==> src/core/opaf_map.svh <==
// Constants for the operand address and compare flag logic.
// Assumes inclusion by bare name from the package, the address unit and the core module.
//
// How it works
// - Addition never touches the compare flag
// - Equal-immediate compare sets flag when index_register_zero matches
// - Signed not-less compare; branches test flag set/clear
// - Byte immediates come straight from instruction field
// - No word or longword immediates in encodings
// - Literal loads use pc_relative_literal addressing
// - Absolute access: literal load, then register indirect
// - Wide displacement: literal into index_register_zero, then indexed
// - Register direct: operand is register, no memory
// - Register indirect address equals register, unmodified
// - Post-increment: old address, then add 1/2/4
// - Pre-decrement: subtract 1/2/4, use and write back
// - Byte and word loads sign-extended to 32 bits
// - Misaligned word or longword raises address error
// - Longword literal masks low PC bits, scales by four
`ifndef OPAF_MAP_SVH
`define OPAF_MAP_SVH

// ----------------------------------------------------------------
// Widths
// ----------------------------------------------------------------
`define OPAF_DATA_W   32
`define OPAF_IMM_W    8
`define OPAF_RIDX_W   4

// ----------------------------------------------------------------
// Auto-modify steps per operand size
// ----------------------------------------------------------------
`define OPAF_STEP_BYTE 32'h00000001
`define OPAF_STEP_WORD 32'h00000002
`define OPAF_STEP_LONG 32'h00000004

// ----------------------------------------------------------------
// Masks and reset values
// ----------------------------------------------------------------
`define OPAF_PC_LONG_MASK 32'hFFFFFFFC
`define OPAF_FLAG_RST     1'b0

`endif

==> src/core/opaf_pkg.sv <==
// Types shared by the operand address and compare flag logic.
// Assumes opaf_map.svh is on the include path.
`include "opaf_map.svh"

package opaf_pkg;

	// ----------------------------------------------------------------
	// Operation classes handed over by the decoder
	// ----------------------------------------------------------------
	typedef enum logic [2:0] {
		OP_NONE, OP_ADD_REG, OP_ADD_IMM, OP_COMPARE_EQUAL_IMM,
		OP_COMPARE_SIGNED_NOT_LESS, OP_BR_SET, OP_BR_CLR, OP_MEM
	} opaf_op_t;

	// Addressing modes served here
	typedef enum logic [2:0] {
		AM_DIRECT, AM_INDIRECT, AM_POSTINC, AM_PREDEC, AM_INDEXED, AM_PCREL
	} opaf_mode_t;

	// Operand sizes
	typedef enum logic [1:0] {
		SZ_BYTE, SZ_WORD, SZ_LONG
	} opaf_size_t;

	// Core sequencer states
	typedef enum logic {
		ST_IDLE, ST_WAIT
	} opaf_state_t;

	// Step for auto-modify modes, decoded in several places
	function automatic logic [31:0] opaf_step(input opaf_size_t sz);
		opaf_step = (sz == SZ_BYTE) ? `OPAF_STEP_BYTE :
		            (sz == SZ_WORD) ? `OPAF_STEP_WORD : `OPAF_STEP_LONG;
	endfunction

	// Sign extension of memory data to register width
	function automatic logic [31:0] opaf_sext(input logic [31:0] d, input opaf_size_t sz);
		opaf_sext = (sz == SZ_BYTE) ? {{24{d[7]}}, d[7:0]} :
		            (sz == SZ_WORD) ? {{16{d[15]}}, d[15:0]} : d;
	endfunction

endpackage

==> src/core/opaf_ea_if.sv <==
// Carrier between the core sequencer and the effective address unit.
// Assumes one clock domain; purely combinational signals.
`timescale 1ns/1ps
`default_nettype none

interface opaf_ea_if;
	import opaf_pkg::*;
	opaf_mode_t  mode;     // Addressing mode
	opaf_size_t  size;     // Operand size
	logic [31:0] rn;       // Selected general register value
	logic [31:0] r0;       // Index register zero value
	logic [31:0] pc;       // Program counter of the instruction
	logic [7:0]  disp;     // Instruction displacement field
	logic [31:0] addr;     // Effective address
	logic [31:0] new_rn;   // Auto-modified register value
	logic        wr_rn;    // Register is auto-modified
	logic        misalign; // Address error condition
	logic        uses_mem; // Mode performs a memory access

	modport req  (output mode, size, rn, r0, pc, disp, input addr, new_rn, wr_rn, misalign, uses_mem);
	modport unit (input mode, size, rn, r0, pc, disp, output addr, new_rn, wr_rn, misalign, uses_mem);
endinterface

`default_nettype wire

==> src/core/opaf_ea.sv <==
// Effective address unit: forms the access address and auto-modify value.
// Assumes register values are stable during the issue cycle.
`timescale 1ns/1ps
`default_nettype none
`include "opaf_map.svh"

module opaf_ea
	import opaf_pkg::*;
(
	// Request from the sequencer
	opaf_ea_if.unit ea
);

	logic [31:0] step;   // Size-dependent step
	logic [31:0] scaled; // Zero-extended displacement times size

	// ----------------------------------------------------------------
	// Address formation
	// ----------------------------------------------------------------
	always_comb
	begin
		step   = opaf_step(ea.size);
		scaled = {24'h000000, ea.disp};
		if (ea.size == SZ_WORD)
			scaled = {23'h0, ea.disp, 1'b0};
		else if (ea.size == SZ_LONG)
			scaled = {22'h0, ea.disp, 2'b00};
		ea.new_rn   = ea.rn;
		ea.wr_rn    = 1'b0;
		ea.uses_mem = 1'b1;
		unique case (ea.mode)
			// Operand is the register itself
			AM_DIRECT:
			begin
				ea.addr     = ea.rn;
				ea.uses_mem = 1'b0;
			end
			// Register value as is; also the second step of absolute access
			AM_INDIRECT: ea.addr = ea.rn;
			// Old value addresses, bumped value written later; wraps naturally
			AM_POSTINC:
			begin
				ea.addr   = ea.rn;
				ea.new_rn = ea.rn + step;
				ea.wr_rn  = 1'b1;
			end
			// Reduced value both addresses and is written back
			AM_PREDEC:
			begin
				ea.addr   = ea.rn - step;
				ea.new_rn = ea.rn - step;
				ea.wr_rn  = 1'b1;
			end
			// Wide displacement held in index register zero
			AM_INDEXED: ea.addr = ea.rn + ea.r0;
			// Literal table; longword masks the two low PC bits
			AM_PCREL:
			begin
				if (ea.size == SZ_LONG)
					ea.addr = (ea.pc & `OPAF_PC_LONG_MASK) + scaled;
				else
					ea.addr = ea.pc + scaled;
			end
			default: ea.addr = ea.rn;
		endcase
		// Byte access may sit anywhere
		ea.misalign = ea.uses_mem && (((ea.size == SZ_WORD) && ea.addr[0]) ||
		              ((ea.size == SZ_LONG) && (ea.addr[1:0] != 2'b00)));
	end

endmodule

`default_nettype wire

==> src/core/opaf_core.sv <==
// Operand address and compare flag logic of the processor core.
// Assumes the decoder presents one operation at a time with register values,
// and that the memory port acknowledges each access with a one-cycle pulse.
`timescale 1ns/1ps
`default_nettype none
`include "opaf_map.svh"

module opaf_core
	import opaf_pkg::*;
(
	// Clock and reset
	input  wire logic        clk,
	input  wire logic        sys_rst,
	// Issue from the decoder
	input  wire logic        iss_valid,
	output logic             iss_ready,
	input  wire opaf_op_t    iss_op,
	input  wire opaf_mode_t  iss_mode,
	input  wire opaf_size_t  iss_size,
	input  wire logic        iss_store,
	input  wire logic [7:0]  iss_imm,
	input  wire logic [3:0]  iss_dst,
	input  wire logic [3:0]  iss_base,
	// Register file read values
	input  wire logic [31:0] rn_val,
	input  wire logic [31:0] rm_val,
	input  wire logic [31:0] r0_val,
	input  wire logic [31:0] pc_val,
	// Data memory port
	output logic             mem_req,
	output logic             mem_we,
	output logic [31:0]      mem_addr,
	output opaf_size_t       mem_size,
	output logic [31:0]      mem_wdata,
	input  wire logic        mem_ack,
	input  wire logic [31:0] mem_rdata,
	input  wire logic        insn_cancel,
	// Register file write ports
	output logic             wb_valid,
	output logic [3:0]       wb_idx,
	output logic [31:0]      wb_data,
	output logic             am_valid,
	output logic [3:0]       am_idx,
	output logic [31:0]      am_data,
	// Flag, branch and error
	output logic             cmp_flag,
	output logic             br_taken,
	output logic             addr_err
);

	// ----------------------------------------------------------------
	// State
	// ----------------------------------------------------------------
	typedef struct packed {
		opaf_state_t st;        // Sequencer state
		logic        flag;      // Compare flag
		logic        mem_req;   // Access outstanding
		logic        mem_we;    // Access is a store
		logic [31:0] mem_addr;  // Access address
		opaf_size_t  mem_size;  // Access width
		logic [31:0] mem_wdata; // Store data
		logic        wb_valid;  // Destination write pulse
		logic [3:0]  wb_idx;    // Destination register
		logic [31:0] wb_data;   // Destination value
		logic        am_valid;  // Auto-modify write pulse
		logic [3:0]  am_idx;    // Auto-modified register
		logic [31:0] am_data;   // Value held until completion
		logic        pend_am;   // Auto-modify waits for completion
		logic        br_taken;  // Branch decision pulse
		logic        addr_err;  // Address error pulse
	} opaf_regs_t;

	opaf_regs_t  r;       // Registered state
	opaf_regs_t  next_r;  // Next state
	logic        take;    // Issue accepted this cycle
	logic [31:0] imm_sx;  // Sign-extended byte immediate

	opaf_ea_if ea_bus ();

	// Address unit sees the issue fields directly
	assign ea_bus.mode = (iss_op == OP_MEM) ? iss_mode : AM_DIRECT;
	assign ea_bus.size = iss_size;
	assign ea_bus.rn   = rn_val;
	assign ea_bus.r0   = r0_val;
	assign ea_bus.pc   = pc_val;
	assign ea_bus.disp = iss_imm;

	opaf_ea u_ea (
		.ea (ea_bus)
	);

	// ----------------------------------------------------------------
	// Next-state logic
	// ----------------------------------------------------------------
	always_comb
	begin
		next_r          = r;
		next_r.wb_valid = 1'b0;
		next_r.am_valid = 1'b0;
		next_r.br_taken = 1'b0;
		next_r.addr_err = 1'b0;
		iss_ready       = (r.st == ST_IDLE);
		take            = iss_valid && iss_ready;
		// Byte immediate taken from the instruction, no fetch
		imm_sx          = {{24{iss_imm[7]}}, iss_imm};
		unique case (r.st)
			ST_IDLE:
			begin
				if (take)
				begin
					unique case (iss_op)
						// Additions leave the flag alone
						OP_ADD_REG, OP_ADD_IMM:
						begin
							next_r.wb_valid = 1'b1;
							next_r.wb_idx   = iss_dst;
							next_r.wb_data  = rn_val + ((iss_op == OP_ADD_IMM) ? imm_sx : rm_val);
						end
						OP_COMPARE_EQUAL_IMM: next_r.flag = (r0_val == imm_sx);
						OP_COMPARE_SIGNED_NOT_LESS: next_r.flag = ($signed(rn_val) >= $signed(rm_val));
						OP_BR_SET: next_r.br_taken = r.flag;
						OP_BR_CLR: next_r.br_taken = !r.flag;
						OP_MEM:
						begin
							if (!ea_bus.uses_mem)
							begin
								// Register direct: plain register move
								next_r.wb_valid = 1'b1;
								next_r.wb_idx   = iss_dst;
								next_r.wb_data  = rm_val;
							end
							else if (ea_bus.misalign)
								next_r.addr_err = 1'b1;
							else
							begin
								// Modified register is held back until the access ends
								next_r.st        = ST_WAIT;
								next_r.mem_req   = 1'b1;
								next_r.mem_we    = iss_store && (iss_mode != AM_PCREL);
								next_r.mem_addr  = ea_bus.addr;
								next_r.mem_size  = iss_size;
								next_r.mem_wdata = rm_val;
								next_r.wb_idx    = iss_dst;
								next_r.pend_am   = ea_bus.wr_rn;
								next_r.am_idx    = iss_base;
								next_r.am_data   = ea_bus.new_rn;
							end
						end
						default: next_r.st = ST_IDLE;
					endcase
				end
			end
			ST_WAIT:
			begin
				if (insn_cancel)
				begin
					// Abandoned instruction writes nothing back
					next_r.st      = ST_IDLE;
					next_r.mem_req = 1'b0;
					next_r.pend_am = 1'b0;
				end
				else if (mem_ack)
				begin
					next_r.st       = ST_IDLE;
					next_r.mem_req  = 1'b0;
					next_r.wb_valid = !r.mem_we;
					next_r.wb_data  = opaf_sext(mem_rdata, r.mem_size);
					next_r.am_valid = r.pend_am;
					next_r.pend_am  = 1'b0;
				end
			end
		endcase
	end

	// ----------------------------------------------------------------
	// State register
	// ----------------------------------------------------------------
	always_ff @(posedge clk)
	begin
		if (sys_rst)
		begin
			r      <= '0;
			r.st   <= ST_IDLE;
			r.flag <= `OPAF_FLAG_RST;
		end
		else
			r <= next_r;
	end

	// Outputs straight from flip-flops
	assign mem_req   = r.mem_req;
	assign mem_we    = r.mem_we;
	assign mem_addr  = r.mem_addr;
	assign mem_size  = r.mem_size;
	assign mem_wdata = r.mem_wdata;
	assign wb_valid  = r.wb_valid;
	assign wb_idx    = r.wb_idx;
	assign wb_data   = r.wb_data;
	assign am_valid  = r.am_valid;
	assign am_idx    = r.am_idx;
	assign am_data   = r.am_data;
	assign cmp_flag  = r.flag;
	assign br_taken  = r.br_taken;
	assign addr_err  = r.addr_err;
endmodule

`default_nettype wire

==> config.mk <==
export PLATFORM = sky130hd
export DESIGN_NAME = opaf_core
export DESIGN_NICKNAME = d
export VERILOG_FILES = /design/src/core/opaf_pkg.sv /design/src/core/opaf_ea_if.sv /design/src/core/opaf_ea.sv /design/src/core/opaf_core.sv
export VERILOG_INCLUDE_DIRS = /design/src /design/src/core
export SDC_FILE = /design/constraint.sdc
export NUM_CORES = 1
export LEC_CHECK = 0
export ABC_CLOCK_PERIOD_IN_PS = 11700
export BUFFER_PORTS_ARGS = -buffer_cell sky130_fd_sc_hd__buf_4
export CAP_MARGIN = 20
export CELL_PAD_IN_SITES_DETAIL_PLACEMENT = 0
export CELL_PAD_IN_SITES_GLOBAL_PLACEMENT = 1
export CORE_AREA = 5 5 148 255
export CTS_CLUSTER_DIAMETER = 100
export DETAILED_ROUTE_END_ITERATION = 6
export DIE_AREA = 0 0 153 260
export GPL_ROUTABILITY_DRIVEN = 0
export PLACE_DENSITY_LB_ADDON = 0.08
export SLEW_MARGIN = 20
export SYNTH_ARGS = -nofsm -noshare
export SYNTH_HDL_FRONTEND = slang
export SYNTH_SLANG_ARGS = --single-unit
==> constraint.sdc <==
create_clock -name clk -period 11.7 [get_ports clk]
set_clock_uncertainty 0.1 [all_clocks]
set_input_delay 2.34 -clock clk [delete_from_list [all_inputs] [get_ports clk]]
set_output_delay 2.34 -clock clk [all_outputs]
set_load 0.01 [all_outputs]
Yosys cells after proc, flatten, opt, wreduce, memory -nomap -nowiden
Index checks and enable logic that the tools add are counted.
- add/sub/neg operators: 6
- reduce and logical (&&, ||, !) cells: 24
- equality and inequality tests: 26
- bitwise operators: 6
- order comparisons: 1
- mux-type cells: 47
- operators with widths (cell ; number):
    $mux 68 ; 3
    $mux 32 ; 6
    $add 32x32->32 ; 5
    $pmux 32 s2 ; 2
    $mux 107 ; 1
    $pmux 32 s3 ; 1
    $pmux 37 s2 ; 1
    $mux 33 ; 2
    $eq 32x32->1 ; 1
    $ge 32x32->1 ; 1
    $sub 32x32->32 ; 1
    $mux 10 ; 2
    $eq 3x3->1 const B ; 6
    $mux 1 ; 18
    $reduce_and 5->1 ; 3
    $eq 3x2->1 const B ; 4
    $pmux 1 s2 ; 6
    $mux 3 ; 3
    $mux 4 ; 2
    $ne 2x2->1 const B ; 4
    $ne 3x2->1 const B ; 2
    $ne 3x3->1 const B ; 2
    $not 1->1 ; 6
    $reduce_bool 2->1 ; 3
    16 further kinds ; 25
- output and inout port bits: 146
- input port bits: 190
- bits in registers: 147

Logic depth before layout (Yosys ltp)
- word-level depth: 15
- gate-level depth with buffers: 17
- depth with buffers taken out: 14

Hierarchy
Synthesis repeated with hierarchy kept, for this count alone.
- cells, all modules: 2135
- area, all modules: 15178.3 um^2
- by module, submodules not included (module ; area each (um^2) ; times used ; cells each):
    opaf_core ; 9928.3 ; 1 ; 1316
    opaf_ea ; 5250.0 ; 1 ; 819

Worst setup path before layout
OpenSTA, ideal clock, no wires.
- path type: input to register
- start point: in iss_op[2]
- end point: reg r (netlist bit wb_data[29])
- arrival time: 5834 ps
- cell stages on the path: 16
- slack: 5687 ps
- cells stage by stage: buf_2 or3b_2 clkbuf_1 nor2_1 clkbuf_1 a21o_1 ha_1 nand3_1 or4_1 nand3_1 o21ai_1 a21oi_1 a41o_1 a31oi_1 or4_1 o211ai_1
- word-level cells in the longest chain between the ends: 6
- ends and longest elaborated chain (item ; line ; text):
    start, declared ; opaf_core.sv:17 ; input wire opaf_op_t iss_op,
    $eq 3x2->1 ; -- ;
    $mux 32 ; opaf_core.sv:117 ; next_r.wb_data = rn_val + ((iss_op == OP_ADD_IMM) ? imm_sx : rm_val);
    $add 32x32->32 ; opaf_core.sv:117 ;
    $pmux 37 s2 ; opaf_core.sv:111 ; unique case (iss_op)
    $mux 107 ; opaf_core.sv:109 ; if (take)
    $pmux 32 s2 ; opaf_core.sv:106 ; unique case (r.st)
    end signal, assigned ; opaf_core.sv:187 ; r <= next_r;
    end, declared ; opaf_core.sv:73 ; opaf_regs_t r;
Several ways; a longest one is shown, not always the timed one. The select of a mux whose other input is x is not followed.
A chain may end at the register's enable or synchronous reset.

Final worst setup path
Ends and elaborated chain as after synthesis.

==> results.json <==
{
  "status": "finished, final reports clean",
  "rsz0062_at_grt": "false",
  "dpl_cell_area_um2": 16600,
  "ctsLongestPathBuffers": 2,
  "synth_cells": 2038,
  "vias": 15200,
  "final.setup.tns_ps": 0,
  "cp.arrival_ps": 6400,
  "clkSinkCount": 147,
  "powerDensity_nw_per_um2": 95.8,
  "htree_levels": 4,
  "cts_root_buf": "clkbuf_16",
  "critPathMaxFanout": 33,
  "fp.dieArea_um2": 39800,
  "synth_nets": 2352,
  "core_area_um2": 35300,
  "fp.dieH_um": 260,
  "wl_per_cell_um": 20.9,
  "grt_pass1_vias": 14900,
  "hold_depth": 2,
  "initial_core_util_pct": 42.4,
  "ant_nets": 0,
  "rrSetupSlack_ps": 8210,
  "final-hold-violation-count": 0,
  "period_needed_ps": 6120,
  "fillerInstances": 3653,
  "p_leak_nw": 7.23,
  "final_area_um2": 17200,
  "wl_um": 54900,
  "fin_cells": 2626,
  "path_clk_slew_ps": 70,
  "area_growth_pct": 15.2,
  "track_usage_pct": 26.5,
  "tightest_slew_ps": 871,
  "hold_path_class": "flop to flop",
  "post-route-util_pct": 48.9,
  "cts_hold_buf": 0,
  "critPathCaptureType": "flop",
  "worstSkewPairLatency_ps": 450,
  "syn_area_um2": 15000,
  "syn_avg_cell_area_um2": 7.35,
  "drtPass1Iterations": 5,
  "finalCritPeriodShare_pct": 52.3,
  "rr_endpoint": "am_data[27]$_SDFFE_PP0P_",
  "finalPower_mw": 1.65,
  "grt_max_degree": 80,
  "drtIter0Drc": 830,
  "vias_per_cell": 5.78,
  "drc": 0,
  "cts_tree": "built",
  "ys.flop_type": "dfxtp_1",
  "synth-seq-cells": 147,
  "layout_commonest_cell": "buf_4",
  "rows": 91,
  "cts_setup_buffers": 0,
  "r2r_cells": 9,
  "yosysSeqAreaShare_pct": 19.7,
  "cts_resized": 0,
  "dp_hpwl_um": 43900,
  "relSlewSlack_pct": 41.9,
  "cap_violations": 0,
  "worstHoldStart": "mem_wdata[5]$_SDFFE_PP0P_",
  "yosysWarnings": 0,
  "final_cell_mix": "355 x buf_4, 218 x nand2_1, 195 x a21oi_1, 164 x nor2_1, 147 x dfxtp_1",
  "drive_above_1_share_pct": 19.7,
  "setup_violations": 0,
  "critical_path_class": "input port to flop",
  "r2r_start": "r[146]$_SDFF_PP0_",
  "fin_ws_ps": 5580,
  "cts_made_buffers": 17,
  "worstSetupStartpointType": "input port",
  "crit_required_ps": 11980,
  "place.port_buffers": 335,
  "dp_cells": 2594,
  "max_freq_mhz": 163,
  "die_x_um": 153,
  "grt_pass1_wl_um": 84400,
  "finalHoldWorstSlack_ps": 354,
  "ios": 336,
  "synth-edff-count": 0,
  "synth.distinct_cells": 86,
  "slew_violations": 0,
  "antenna_found_initial": 1,
  "synthArstFlopShare_pct": 0,
  "pre_cts_ws_ps": 5150,
  "grt_overflow": 0,
  "worstHoldEndpoint": "mem_wdata[5]$_SDFFE_PP0P_",
  "ir_worst_vdd_v": 0.0000967,
  "fin_nets": 2462
}
[report_power, final]
part	switching, mW	internal [mW]	total, mW
clock	0.241	0.340	0.582
sequential	0.0111	0.519	0.530
combinational	0.311	0.230	0.541
total	0.563	1.09	1.65
[registers in the layout, summed over array words and instances, names as in the netlist]
name / cells
am_data: 32
mem_addr: 32
mem_wdata: 32
wb_data: 32
am_idx: 4
wb_idx: 4
mem_size: 2
r: 2
addr_err: 1
am_valid: 1
br_taken: 1
cmp_flag: 1
mem_req: 1
mem_we: 1
wb_valid: 1
[cell usage after synthesis (all sizes together) (5+ instances only)]
cell,count,area (µm²)
and3,14,87.6
a21o,76,571
o21a,14,105
a21oi,195,976
nand2,220,828
a31oi,22,138
nand4,28,175
or2,7,43.8
nor4,14,118
a41oi,8,77.6
buf,173,1250
nor2b,19,121
mux2i,16,160
xnor2,65,569
dfxtp,147,2940
o21bai,10,75.1
o21ai,129,646
fa,6,120
nand3,52,283
inv,57,214
a221oi,30,269
xor2,55,482
nor3b,5,37.5
or3,21,136
nor3,53,280
nor2,167,629
o22ai,11,68.8
nand2b,20,125
nand3b,5,37.5
a311oi,12,105
o31ai,7,52.6
or4,7,52.6
clkbuf,91,343
mux2,9,101
ha,118,1480
a222oi,9,90.1
a211oi,54,410
and2,10,63.8
a22oi,7,52.6
o211ai,32,240
[how the worst max path moves through the flow]
stage | from | slack [ps] | to
6_report | iss_op[2] | 5580 | wb_data[29]$_SDFFE_PP0P_
4_1_cts | iss_op[2] | 5640 | wb_data[29]$_SDFFE_PP0P_
2_1_floorplan | iss_op[2] | 5690 | wb_data[29]$_SDFFE_PP0P_
3_3_place_gp | iss_op[2] | 5170 | wb_data[29]$_SDFFE_PP0P_
5_1_grt | iss_size[1] | 5360 | am_data[27]$_SDFFE_PP0P_
3_5_place_dp | iss_op[2] | 5150 | wb_data[29]$_SDFFE_PP0P_
[final cells by class]
cell class / instances / area (µm²) / share of cell area [%]
Multi-Input combinational cell: 1570 / 10200 / 59.4
Sequential cell: 147 / 2940 / 17.1
Timing Repair Buffer: 355 / 2670 / 15.5
Tap cell: 465 / 582 / 3.37
Clock buffer: 19 / 443 / 2.57
Inverter: 57 / 214 / 1.24
Clock inverter: 12 / 155 / 0.900
Antenna cell: 1 / 2.50 / 0.0145
[kinds of logic after synthesis]
family	count (synthesis)	synth area share (%)
fa+ha+maj	124	10.7
mux	25	1.75
xor+xnor	120	7.02
buf+inv	321	12.1
flops	147	19.7
simple gates	654	21.0
compound gates	647	27.8
[critical path, cell delays in order]
cell and delay (ps):
buf_4 150, or3b_2 790, nor2_1 190, buf_4 290
a21o_1 120, ha_1 230, nand3_1 150, or4_1 560
nand3_1 190, o21ai_1 140, a21oi_1 340, a41o_1 280
a31oi_1 100, or4_1 410, o211ai_1 100
[routing by layer]
layer | global-route usage (%) | part of all wire, %
met3 | 3.48 | 4.6
met4 | 11.5 | 4.1
met1 | 30.8 | 40
met5 | 0 | 0
met2 | 48.4 | 51
Power figures use the tool's default switching activity.
